## src/cte_map.svh

```systemverilog
// Constants for the conversion timing and excitation control block
// Functional notes
// [RQ1] First conversion after any start is fully settled; no discarded cycles.
// [RQ2] Conversion periods are counts of conversion clock periods, not absolute time.
// [RQ3] Continuous period runs from one conversion_done_n falling edge to the next.
// [RQ4] First continuous conversion starts 28.5 or 105 periods after start latch.
// [RQ5] Commands latch on eighth SCL falling edge; timing counts start there.
// [RQ6] Continuous periods 51192 down to 1036, same in normal and turbo.
// [RQ7] Single-shot time runs from command latch to done falling edge, rounded up.
// [RQ8] Normal single-shot takes 51213 down to 1061 periods per rate.
// [RQ9] Turbo single-shot takes 51217 down to 1065 periods per rate.
// [RQ10] Conversion clock is 1.024 MHz normal, 2.048 MHz turbo.
// [RQ11] Three-bit magnitude picks 10 to 1500 uA for both sources; zero is off.
// [RQ12] Each source has a three-bit route; both may share one pin.
// [RQ13] Sources need up to 200 us after magnitude write before current is valid.
// [RQ14] Host programs magnitude first, then routing.
// [RQ15] Single-shot keeps sources powered between conversions if magnitude nonzero.
// [RQ16] Sleep command switches both sources off regardless of magnitude.
// [RQ17] Bias on when magnitude nonzero; output current only with nonzero route.
// [RQ18] Start during continuous mode aborts and restarts from the startup delay.
`ifndef CTE_MAP_SVH
`define CTE_MAP_SVH
`define CTE_CLK_HZ 10000000
`define CTE_FCLK_NORMAL_HZ 1024000
`define CTE_FCLK_TURBO_HZ 2048000
// Startup delays in half periods: 28.5 and 105 periods
`define CTE_START_HALF_NORMAL 16'd57
`define CTE_START_HALF_TURBO 16'd210
`define CTE_EXC_START_US 200
`define CTE_EXC_START_CYC ((`CTE_EXC_START_US * (`CTE_CLK_HZ / 1000000)))
// Register offsets
`define CTE_OFS_CTRL 8'h00
`define CTE_OFS_EXC 8'h04
`define CTE_OFS_STATUS 8'h08
`define CTE_OFS_IRQ_STAT 8'h0c
`define CTE_OFS_IRQ_MASK 8'h10
// Control fields
`define CTE_CTRL_RATE_LSB 0
`define CTE_CTRL_TURBO 3
`define CTE_CTRL_SINGLE 4
// Excitation fields
`define CTE_EXC_MAG_LSB 0
`define CTE_EXC_R1_LSB 4
`define CTE_EXC_R2_LSB 8
// Interrupt bits
`define CTE_IRQ_DONE 0
`define CTE_IRQ_EXC_READY 1
// Command codes, latched on the eighth SCL fall
`define CTE_CMD_START 8'h08
`define CTE_CMD_SLEEP 8'h02
`endif

```

## src/cte_pkg.sv

```systemverilog
// Types for the conversion timing and excitation control block
package cte_pkg;
	typedef enum logic [1:0] {
		CTE_IDLE = 2'b00,
		CTE_STARTUP = 2'b01,
		CTE_CONVERT = 2'b11
	} cte_state_e;
	typedef struct packed {
		logic [2:0] magnitude;
		logic [2:0] first_route;
		logic [2:0] second_route;
	} cte_exc_s;
	typedef struct packed {
		cte_state_e state;
		logic [2:0] rate;
		logic turbo;
		logic single;
		cte_exc_s exc;
		logic sleeping;
		logic [1:0] irq_stat;
		logic [1:0] irq_mask;
		logic [15:0] half_cnt;
		logic [23:0] phase_acc;
		logic cnv_tick;
		logic [15:0] cnv_cnt;
		logic [15:0] cnv_target;
		logic [11:0] exc_cnt;
		logic exc_ready;
		logic done_n;
		logic bias_en;
		logic src1_en;
		logic src2_en;
		logic [2:0] scl_sync;
		logic [2:0] sda_sync;
		logic [7:0] shift;
		logic [3:0] bit_cnt;
		logic wb_ack;
		logic [31:0] wb_dat;
		logic irq;
	} cte_state_s;
endpackage

```

## src/cte_top.sv

```systemverilog
// Conversion timing sequencer and excitation source control
`timescale 1ns/100ps
`include "cte_map.svh"
module cte_top import cte_pkg::*; #(
	parameter int EXC_START_CYCLES = `CTE_EXC_START_CYC
) (
	// Clock and reset
	input wire logic CLOCK,
	input wire logic RSTN,
	// Wishbone slave
	input wire logic WB_CYC_I,
	input wire logic WB_STB_I,
	input wire logic WB_WE_I,
	input wire logic [7:0] WB_ADR_I,
	input wire logic [3:0] WB_SEL_I,
	input wire logic [31:0] WB_DAT_I,
	output logic [31:0] WB_DAT_O,
	output logic WB_ACK_O,
	// Serial command link
	input wire logic SCL,
	input wire logic SDA,
	// Converter outputs
	output logic CONVERSION_DONE_N,
	output logic EXC_BIAS_EN,
	output logic EXC_SRC1_EN,
	output logic EXC_SRC2_EN,
	output logic [2:0] EXC_MAGNITUDE,
	output logic [2:0] FIRST_SOURCE_ROUTE,
	output logic [2:0] SECOND_SOURCE_ROUTE,
	output logic IRQ
);
	cte_state_s s_ff, nxt_s;

	function automatic logic [15:0] cont_len(input logic [2:0] r);
		case (r)
			3'h0: cont_len = 16'd51192;
			3'h1: cont_len = 16'd22780;
			3'h2: cont_len = 16'd11532;
			3'h3: cont_len = 16'd5916;
			3'h4: cont_len = 16'd3116;
			3'h5: cont_len = 16'd1724;
			default: cont_len = 16'd1036;
		endcase
	endfunction

	// Single-shot extra over continuous: normal 21/25, turbo 25/29
	function automatic logic [15:0] single_len(input logic [2:0] r, input logic t);
		logic [15:0] extra;
		extra = (r == 3'h0) ? (t ? 16'd25 : 16'd21) : (t ? 16'd29 : 16'd25);
		single_len = cont_len(r) + extra;
	endfunction

	logic wb_req;
	logic wb_wr;
	logic scl_fall;
	logic cmd_start;
	logic cmd_sleep;
	logic [23:0] inc;
	logic [24:0] acc_sum;
	logic half_tick;
	logic [31:0] rd;
	assign wb_req = WB_CYC_I && WB_STB_I && !s_ff.wb_ack;
	assign wb_wr = wb_req && WB_WE_I && WB_SEL_I[0];
	assign scl_fall = s_ff.scl_sync[2] && !s_ff.scl_sync[1];

	always_comb begin
		nxt_s = s_ff;
		cmd_start = 1'b0;
		cmd_sleep = 1'b0;
		nxt_s.scl_sync = {s_ff.scl_sync[1:0], SCL};
		nxt_s.sda_sync = {s_ff.sda_sync[1:0], SDA};
		nxt_s.cnv_tick = 1'b0;
		// Phase accumulator makes half-period ticks of the conversion clock
		inc = s_ff.turbo ? 24'd6872948 : 24'd3436474; // RQ10
		acc_sum = {1'b0, s_ff.phase_acc} + {1'b0, inc};
		half_tick = acc_sum[24];
		nxt_s.phase_acc = acc_sum[23:0];
		// Command byte shift; latch on the eighth SCL fall
		if (scl_fall) begin
			nxt_s.shift = {s_ff.shift[6:0], s_ff.sda_sync[2]};
			if (s_ff.bit_cnt == 4'd7) begin
				nxt_s.bit_cnt = 4'd0;
				cmd_start = ({s_ff.shift[6:0], s_ff.sda_sync[2]} == `CTE_CMD_START); // RQ5
				cmd_sleep = ({s_ff.shift[6:0], s_ff.sda_sync[2]} == `CTE_CMD_SLEEP);
			end else begin
				nxt_s.bit_cnt = s_ff.bit_cnt + 4'd1;
			end
		end
		// Register writes
		if (wb_wr) begin
			unique case (WB_ADR_I)
				`CTE_OFS_CTRL: begin
					nxt_s.rate = WB_DAT_I[`CTE_CTRL_RATE_LSB +: 3];
					nxt_s.turbo = WB_DAT_I[`CTE_CTRL_TURBO];
					nxt_s.single = WB_DAT_I[`CTE_CTRL_SINGLE];
				end
				`CTE_OFS_EXC: begin
					if (WB_DAT_I[`CTE_EXC_MAG_LSB +: 3] != s_ff.exc.magnitude) begin
						nxt_s.exc_cnt = 12'(EXC_START_CYCLES); // RQ13
						nxt_s.exc_ready = 1'b0;
					end
					nxt_s.exc.magnitude = WB_DAT_I[`CTE_EXC_MAG_LSB +: 3]; // RQ11
					nxt_s.exc.first_route = WB_DAT_I[`CTE_EXC_R1_LSB +: 3]; // RQ12
					nxt_s.exc.second_route = WB_DAT_I[`CTE_EXC_R2_LSB +: 3];
					nxt_s.sleeping = 1'b0;
				end
				`CTE_OFS_IRQ_STAT: nxt_s.irq_stat = s_ff.irq_stat & ~WB_DAT_I[1:0];
				`CTE_OFS_IRQ_MASK: nxt_s.irq_mask = WB_DAT_I[1:0];
				default: ;
			endcase
		end
		// Excitation startup wait
		if (s_ff.exc_cnt != 12'd0 && !(wb_wr && WB_ADR_I == `CTE_OFS_EXC)) begin
			nxt_s.exc_cnt = s_ff.exc_cnt - 12'd1;
			if (s_ff.exc_cnt == 12'd1) begin
				nxt_s.exc_ready = 1'b1;
				nxt_s.irq_stat[`CTE_IRQ_EXC_READY] = 1'b1;
			end
		end
		// Conversion sequencer
		nxt_s.done_n = 1'b1;
		unique case (s_ff.state)
			CTE_IDLE: ;
			CTE_STARTUP: begin
				if (half_tick) begin
					nxt_s.half_cnt = s_ff.half_cnt + 16'd1;
					if (s_ff.half_cnt + 16'd1 >= (s_ff.turbo ? `CTE_START_HALF_TURBO : `CTE_START_HALF_NORMAL)) begin // RQ4
						nxt_s.state = CTE_CONVERT;
						nxt_s.half_cnt = 16'd0;
						nxt_s.cnv_cnt = 16'd0;
						nxt_s.cnv_target = cont_len(s_ff.rate); // RQ6
					end
				end
			end
			CTE_CONVERT: begin
				// Counts whole periods: every second half tick
				if (half_tick) begin
					nxt_s.half_cnt = {15'd0, ~s_ff.half_cnt[0]};
					if (s_ff.half_cnt[0]) begin // RQ2
						nxt_s.cnv_cnt = s_ff.cnv_cnt + 16'd1;
						if (s_ff.cnv_cnt + 16'd1 >= s_ff.cnv_target) begin
							// Single-cycle settling: every period ends in a valid result
							nxt_s.done_n = 1'b0; // RQ1 RQ3
							nxt_s.irq_stat[`CTE_IRQ_DONE] = 1'b1;
							nxt_s.cnv_cnt = 16'd0;
							nxt_s.cnv_target = cont_len(s_ff.rate);
							if (s_ff.single) begin
								nxt_s.state = CTE_IDLE; // RQ15
							end
						end
					end
				end
			end
			default: nxt_s.state = CTE_IDLE;
		endcase
		// A start aborts whatever runs and restarts timing
		if (cmd_start) begin
			nxt_s.half_cnt = 16'd0;
			nxt_s.cnv_cnt = 16'd0;
			nxt_s.sleeping = 1'b0;
			if (s_ff.single) begin
				nxt_s.state = CTE_CONVERT; // RQ7
				nxt_s.cnv_target = single_len(s_ff.rate, s_ff.turbo); // RQ8 RQ9
			end else begin
				nxt_s.state = CTE_STARTUP; // RQ18
			end
		end
		if (cmd_sleep) begin
			nxt_s.state = CTE_IDLE;
			nxt_s.sleeping = 1'b1; // RQ16
		end
		// Excitation enables
		nxt_s.bias_en = (nxt_s.exc.magnitude != 3'h0) && !nxt_s.sleeping; // RQ15 RQ17
		nxt_s.src1_en = nxt_s.bias_en && nxt_s.exc_ready && (nxt_s.exc.first_route != 3'h0);
		nxt_s.src2_en = nxt_s.bias_en && nxt_s.exc_ready && (nxt_s.exc.second_route != 3'h0);
		// Bus answer one cycle after request
		rd = 32'h0;
		unique case (WB_ADR_I)
			`CTE_OFS_CTRL: rd = {27'h0, s_ff.single, s_ff.turbo, s_ff.rate};
			`CTE_OFS_EXC: rd = {21'h0, s_ff.exc.second_route, 1'b0, s_ff.exc.first_route, 1'b0,
				s_ff.exc.magnitude};
			`CTE_OFS_STATUS: rd = {26'h0, s_ff.exc_ready, s_ff.sleeping, s_ff.state, s_ff.done_n};
			`CTE_OFS_IRQ_STAT: rd = {30'h0, s_ff.irq_stat};
			`CTE_OFS_IRQ_MASK: rd = {30'h0, s_ff.irq_mask};
			default: rd = 32'h0;
		endcase
		nxt_s.wb_ack = wb_req;
		nxt_s.wb_dat = wb_req ? rd : 32'h0;
		nxt_s.irq = |(nxt_s.irq_stat & nxt_s.irq_mask);
	end

	always_ff @(posedge CLOCK or negedge RSTN) begin
		if (!RSTN) begin
			s_ff <= '0;
			s_ff.state <= CTE_IDLE;
			s_ff.done_n <= 1'b1;
			s_ff.exc_ready <= 1'b1;
			s_ff.scl_sync <= 3'h7;
			s_ff.sda_sync <= 3'h7;
		end else begin
			s_ff <= nxt_s;
		end
	end

	assign WB_DAT_O = s_ff.wb_dat;
	assign WB_ACK_O = s_ff.wb_ack;
	assign CONVERSION_DONE_N = s_ff.done_n;
	assign EXC_BIAS_EN = s_ff.bias_en;
	assign EXC_SRC1_EN = s_ff.src1_en;
	assign EXC_SRC2_EN = s_ff.src2_en;
	assign EXC_MAGNITUDE = s_ff.exc.magnitude;
	assign FIRST_SOURCE_ROUTE = s_ff.exc.first_route;
	assign SECOND_SOURCE_ROUTE = s_ff.exc.second_route;
	assign IRQ = s_ff.irq;
endmodule

```

## config.mk

```make
export PLATFORM = sky130hd
export DESIGN_NAME = cte_top
export DESIGN_NICKNAME = d
export VERILOG_FILES = /design/src/cte_pkg.sv /design/src/cte_top.sv
export VERILOG_INCLUDE_DIRS = /design/src
export SDC_FILE = /design/constraint.sdc
export NUM_CORES = 1
export LEC_CHECK = 0
export BUFFER_PORTS_ARGS = -buffer_cell sky130_fd_sc_hd__buf_2
export CORE_MARGIN = 5
export CORE_UTILIZATION = 63
export CTS_BUF_LIST = sky130_fd_sc_hd__clkbuf_16
export DETAILED_ROUTE_END_ITERATION = 7
export PLACE_DENSITY_LB_ADDON = 0.15
export SYNTH_ARGS = -nofsm -noshare
export SYNTH_HDL_FRONTEND = slang
export SYNTH_SLANG_ARGS = --single-unit
```

## constraint.sdc

```tcl
create_clock -name CLOCK -period 8.4 [get_ports CLOCK]
set_input_delay 1.68 -clock CLOCK [delete_from_list [all_inputs] [get_ports CLOCK]]
set_output_delay 1.68 -clock CLOCK [all_outputs]
set_load 0.01 [all_outputs]
```

## Yosys cells after proc, flatten, opt, wreduce, memory -nomap -nowiden

Index checks and enable logic that the tools add are counted.

| storage, ports and cells | value |
|---|---|
| bits in registers | 161 |
| logic and storage cells | 157 |

| operators by class | value |
|---|---|
| $add $sub $neg | 6 |
| $lt $le $gt $ge | 2 |
| equal/unequal tests | 27 |
| muxes and demuxes | 59 |
| bitwise gates (word level) | 4 |
| reductions and logical operators | 32 |

Operators with widths:

| cell | number |
|---|---|
| $mux W32 | 7 |
| $mux W16 | 7 |
| $pmux W16 S6 | 1 |
| $pmux W32 S2 | 1 |
| $pmux W11 S5 | 1 |
| $mux W13 | 4 |
| $add A16 B1 Y16 const B | 2 |
| $pmux W16 S2 | 1 |
| $add A24 B23 Y25 | 1 |
| $eq A8 B4 Y1 const B | 3 |
| $ne A4 B4 Y1 const B | 6 |
| $mux W23 | 1 |
| $mux W2 | 11 |
| $mux W1 | 17 |
| $add A16 B5 Y16 | 1 |
| $ge A16 B16 Y1 | 1 |
| $ge A16 B8 Y1 | 1 |
| $ne A3 B3 Y1 const B | 5 |
| $mux W14 | 1 |
| $eq A12 B1 Y1 const B | 1 |
| $mux W4 | 3 |
| $reduce_bool A12 Y1 | 1 |
| $reduce_bool A3 Y1 | 4 |
| $sub A12 B1 Y12 const B | 1 |
| 29 further kinds | 48 |

## Longest topological paths before layout

| depth | value |
|---|---|
| word-level depth | 11 |
| gate-level depth with buffers | 16 |

## Least setup slack after synthesis

Ideal clock, no wire load.

| timing path | value |
|---|---|
| kind | register -> register |
| from | reg s_ff[85] in the netlist's numbering |
| to | reg s_ff[78] in the netlist's numbering |
| library setup time | 0.138 ns |
| data arrival time | 3.752 ns |
| required time | 8.262 ns |
| path slack | 4.510 ns |
| cell stages (with the launch flop) | 16 |
| path through | dfrtp_1 ha_1 nand3_1 nor3_1 and3_1 and3_1 nand3_1 xnor2_1 ha_1 nand4_1 or3_1 o21ai_0 o311a_2 buf_6 mux2i_1 o32ai_1 |

RTL lines:

| item | line | RTL |
|---|---|---|
| from (decl) | cte_top.sv:32 | `cte_state_s s_ff, nxt_s;` |
| from (signal assigned) | cte_top.sv:201 | `s_ff <= nxt_s;` |

==> impl_metrics.yaml <==
critical_path:
  path_buf_inv: 0
  cp_top_family: "simple AND/OR/NAND/NOR gates"
  path_max_fanout: 12
  startpoint: "s_ff[85]"
  critical_path_class: "reg2reg"
  critPathLaunchType: "register"
  r2r-start: "s_ff[85]"
  crit_required_ns: 8.71
  cp.arrival_ns: 4.93
  cp_slowest_stage_delay_ns: 0.51
  critPathSlowestCell: "o21ai_0"
  crit_path_cell_trace: "ha_1 -> nand3_1 -> nor3_1 -> and3_1 -> and3_1 -> nand3_1 -> xnor2_1 -> ha_1 -> nand4_1 -> or3_1 -> o21ai_0 -> o311a_2 -> nor2_1 -> o41ai_1"
  cp-end-kind: "register"
layout:
  diodes: 0
  final_cells: 992
  drive_gt1_share_pct: 17.2
  final_nets: 902
  fillerInstances: 928
  area_growth_pct: 9.32
timing:
  final_hold_viol_count: 0
  hold_ws_ns: 0.356
  period_share_pct: 55.0
  finalCriticalPeriod_ns: 4.62
  timing.final.ws_setup_ns: 3.78
  setup_viol: 0
  rsz0062_at_grt: "no"
  slew_viol_final: 0
  slew_headroom_pct: 15.3
  tns_ns: 0
  max_freq_mhz: 216
  finClkSkew_ns: 0.00976
  tightest_slew_ns: 1.26
pwr:
  seqPwrFrac_pct: 42.1
  switching_power_uw: 676
  leakagePower_uw: 0.00418
  internal-power_uw: 1410
  peakVddDrop_uv: 147
  p_comb_share_pct: 23.1
  netSwitchingFraction_pct: 32.4
  report.power.total_uw: 2090
  p_per_area_nw_per_um2: 241
  p_clk_share_pct: 34.7
synth:
  ys.flop_type: "dfrtp_1"
  yosysSeqAreaShare_pct: 43.7
  synth_area_um2: 7920
  netlist.area_leader.share_pct: 41.1
  ys_top_cells_by_area: "dfrtp_1 (41%), ha_1 (6.8%), buf_4 (4.1%)"
  syn-instance-count: 775
  async_flop_share_pct: 100
  yosys.area.top_type: "dfrtp_1"
  synth_cell_types: 82
  synth_seq_cells: 138
  ys_warn_count: 0
  syn_avg_cell_area_um2: 10.2
  synth_edf_count: 0
placed_design:
  dpl.hpwl_um: 11700
  pre_cts_slack_ns: 3.78
  port_buffers: 50
  place_congestion: 0.906
  placed_cells: 960
min_path:
  hp-class: "reg2reg"
  min_from: "nxt_s[50]"
outcome:
  status: "finished clean"
detailed_routing:
  finalWirelength_um: 17000
  top_layer: "met4"
  vias: 5965
  dr.pass1.iters: 5
  wl_met3_um: 1030
  wl_met2_um: 8300
  wl_per_cell_um: 17.2
  wl_met1_um: 7240
  ant_nets: 0
  viasPerCell: 6.01
  drc: 0
  drtIter0Drc: 492
clocking:
  cts_max_path_buffers: 2
  htree_levels: 4
  cts_buffers: 17
  clkSinkCount: 138
  postCtsHoldBufs: 0
  cts_tree: "built"
  clk_latency_ns: 0.44
  cts_setup_buffers: 0
  clock-root-buffer: "clkbuf_16"
  clk_pin_slew_worst_paths_ns: 0.06
  cts.repair.resized: 0
grt:
  overflow: 0
  grt_pass1_wl_um: 29000
  track_usage_pct: 24.6
  grt_pass1_vias: 6098
  grt_max_degree: 84
  antenna_found_initial: 0
floorplan:
  fp-row-count: 41
  die_area_um2: 14900
  chipHeight_um: 122
  fp.coreArea_um2: 12500
  die_w_um: 122
  start_util_pct: 63.6
  io_pins: 98
flow_run:
  maxCapViolations: 0
cells in the mapped netlist, types with 7 or more instances:
cell       number
xor2_1         29
and2_1         10
nor2_1         36
a22o_1         12
a21oi_1        43
o21ai_0        33
o21a_1          7
inv_1          41
nand4_1        10
and3_1         15
nor3_1         19
xnor2_1        22
mux2i_1        17
ha_1           43
dfstp_2         8
buf_4          43
a21o_1          8
nand2_1        64
nand3_1        20
clkbuf_1       15
dfrtp_1       130
or3_1           7
mux2_2         24
a2bb2oi_1       9
final timing paths:
check / end / slack [ns] / cells past startpoint
setup / recovery: s_ff[82] / 3.78 / 14
hold / removal: nxt_s[51] / 0.36 / 0
setup reg to reg: s_ff[82] / 3.78 / 14
hold reg to reg: nxt_s[51] / 0.36 / 0
max in group asynchronous: s_ff[112] / 5.81 / 2
min in group asynchronous: s_ff[106] / 1.20 / 1
layout by cell type (no fill, tap or decap), types with 5 or more instances in the layout:
cell type  instances
inv_6              6
mux2_2            24
dfstp_2            8
a2bb2oi_1          9
clkbuf_16         17
nand4_1           10
xnor2_1           22
nor3_1            19
o21ai_0           33
conb_1            22
nor2b_1            6
a21oi_1           43
nor4_1             6
a22o_1            12
inv_1             42
dfrtp_1          130
nor2_1            36
a211oi_1           5
nand3_1           20
o21a_1             7
buf_2             49
a21o_1             8
mux2i_1           17
or3_1              7
xor2_1            29
nand2_1           64
and3_1            15
and2_1            10
ha_1              43
power groups by stage:
stage          combinational [uW]  sequential, uW  clock [uW]
2_1_floorplan                 383             861           0
3_3_place_gp                  447             875           0
3_5_place_dp                  477             885           0
4_1_cts                       481             876         733
5_1_grt                       542             891         766
6_report                      483             879         725
per-stage QoR:
| step | utilization [%] | area, um2 |
|---|---|---|
| CTS | 69.5 | 8660 |
| floorplan | - | 8000 |
| finish | 69.5 | 8660 |
| global placement | 64.9 | 8100 |
| global route | 69.5 | 8660 |
| detailed placement | 64.9 | 8100 |
sequential cells by signal (all words and copies together) (netlist names):
register	cells
s_ff	109
WB_DAT_O	10
nxt_s	4
EXC_MAGNITUDE	3
FIRST_SOURCE_ROUTE	3
SECOND_SOURCE_ROUTE	3
CONVERSION_DONE_N	1
EXC_BIAS_EN	1
EXC_SRC1_EN	1
EXC_SRC2_EN	1
IRQ	1
WB_ACK_O	1
logic make-up after synthesis:
kind of cell / Yosys count / share of synthesized area [%]
simple gates: 225 / 15.0
flops: 138 / 43.7
other cells: 1 / 0.0473
fa+ha+maj: 45 / 7.17
buf+inv: 102 / 7.00
compound gates: 170 / 15.3
mux: 43 / 6.13
xor+xnor: 51 / 5.64
routing by layer:
metal | track usage (%) | vias up
met5 | 0 | -
met4 | 11.1 | 0
met3 | 5.90 | 43
met2 | 40.5 | 207
met1 | 31.0 | 2910
li1 | - | 2805
final cells by class:
cell class / instances / area (um2) / area share (%)
clock buffer: 17 / 425 / 4.91
timing repair buffer: 53 / 279 / 3.22
multi-input combinational: 556 / 3980 / 46.0
inverter: 41 / 154 / 1.78
clock inverter: 15 / 140 / 1.62
tap: 172 / 215 / 2.48
sequential: 138 / 3460 / 40.0
worst register-to-register path: cells and delay by family, from the launching register on:
family	cells	cell delay (ns)
AO/OA/AOI/OAI	3	1.26
flip-flops	1	0.41
XOR/XNOR	1	0.17
AND/OR/NAND/NOR	8	2.08
adder cells (fa/ha/maj)	2	0.56
Power figures use the tool's default switching activity.
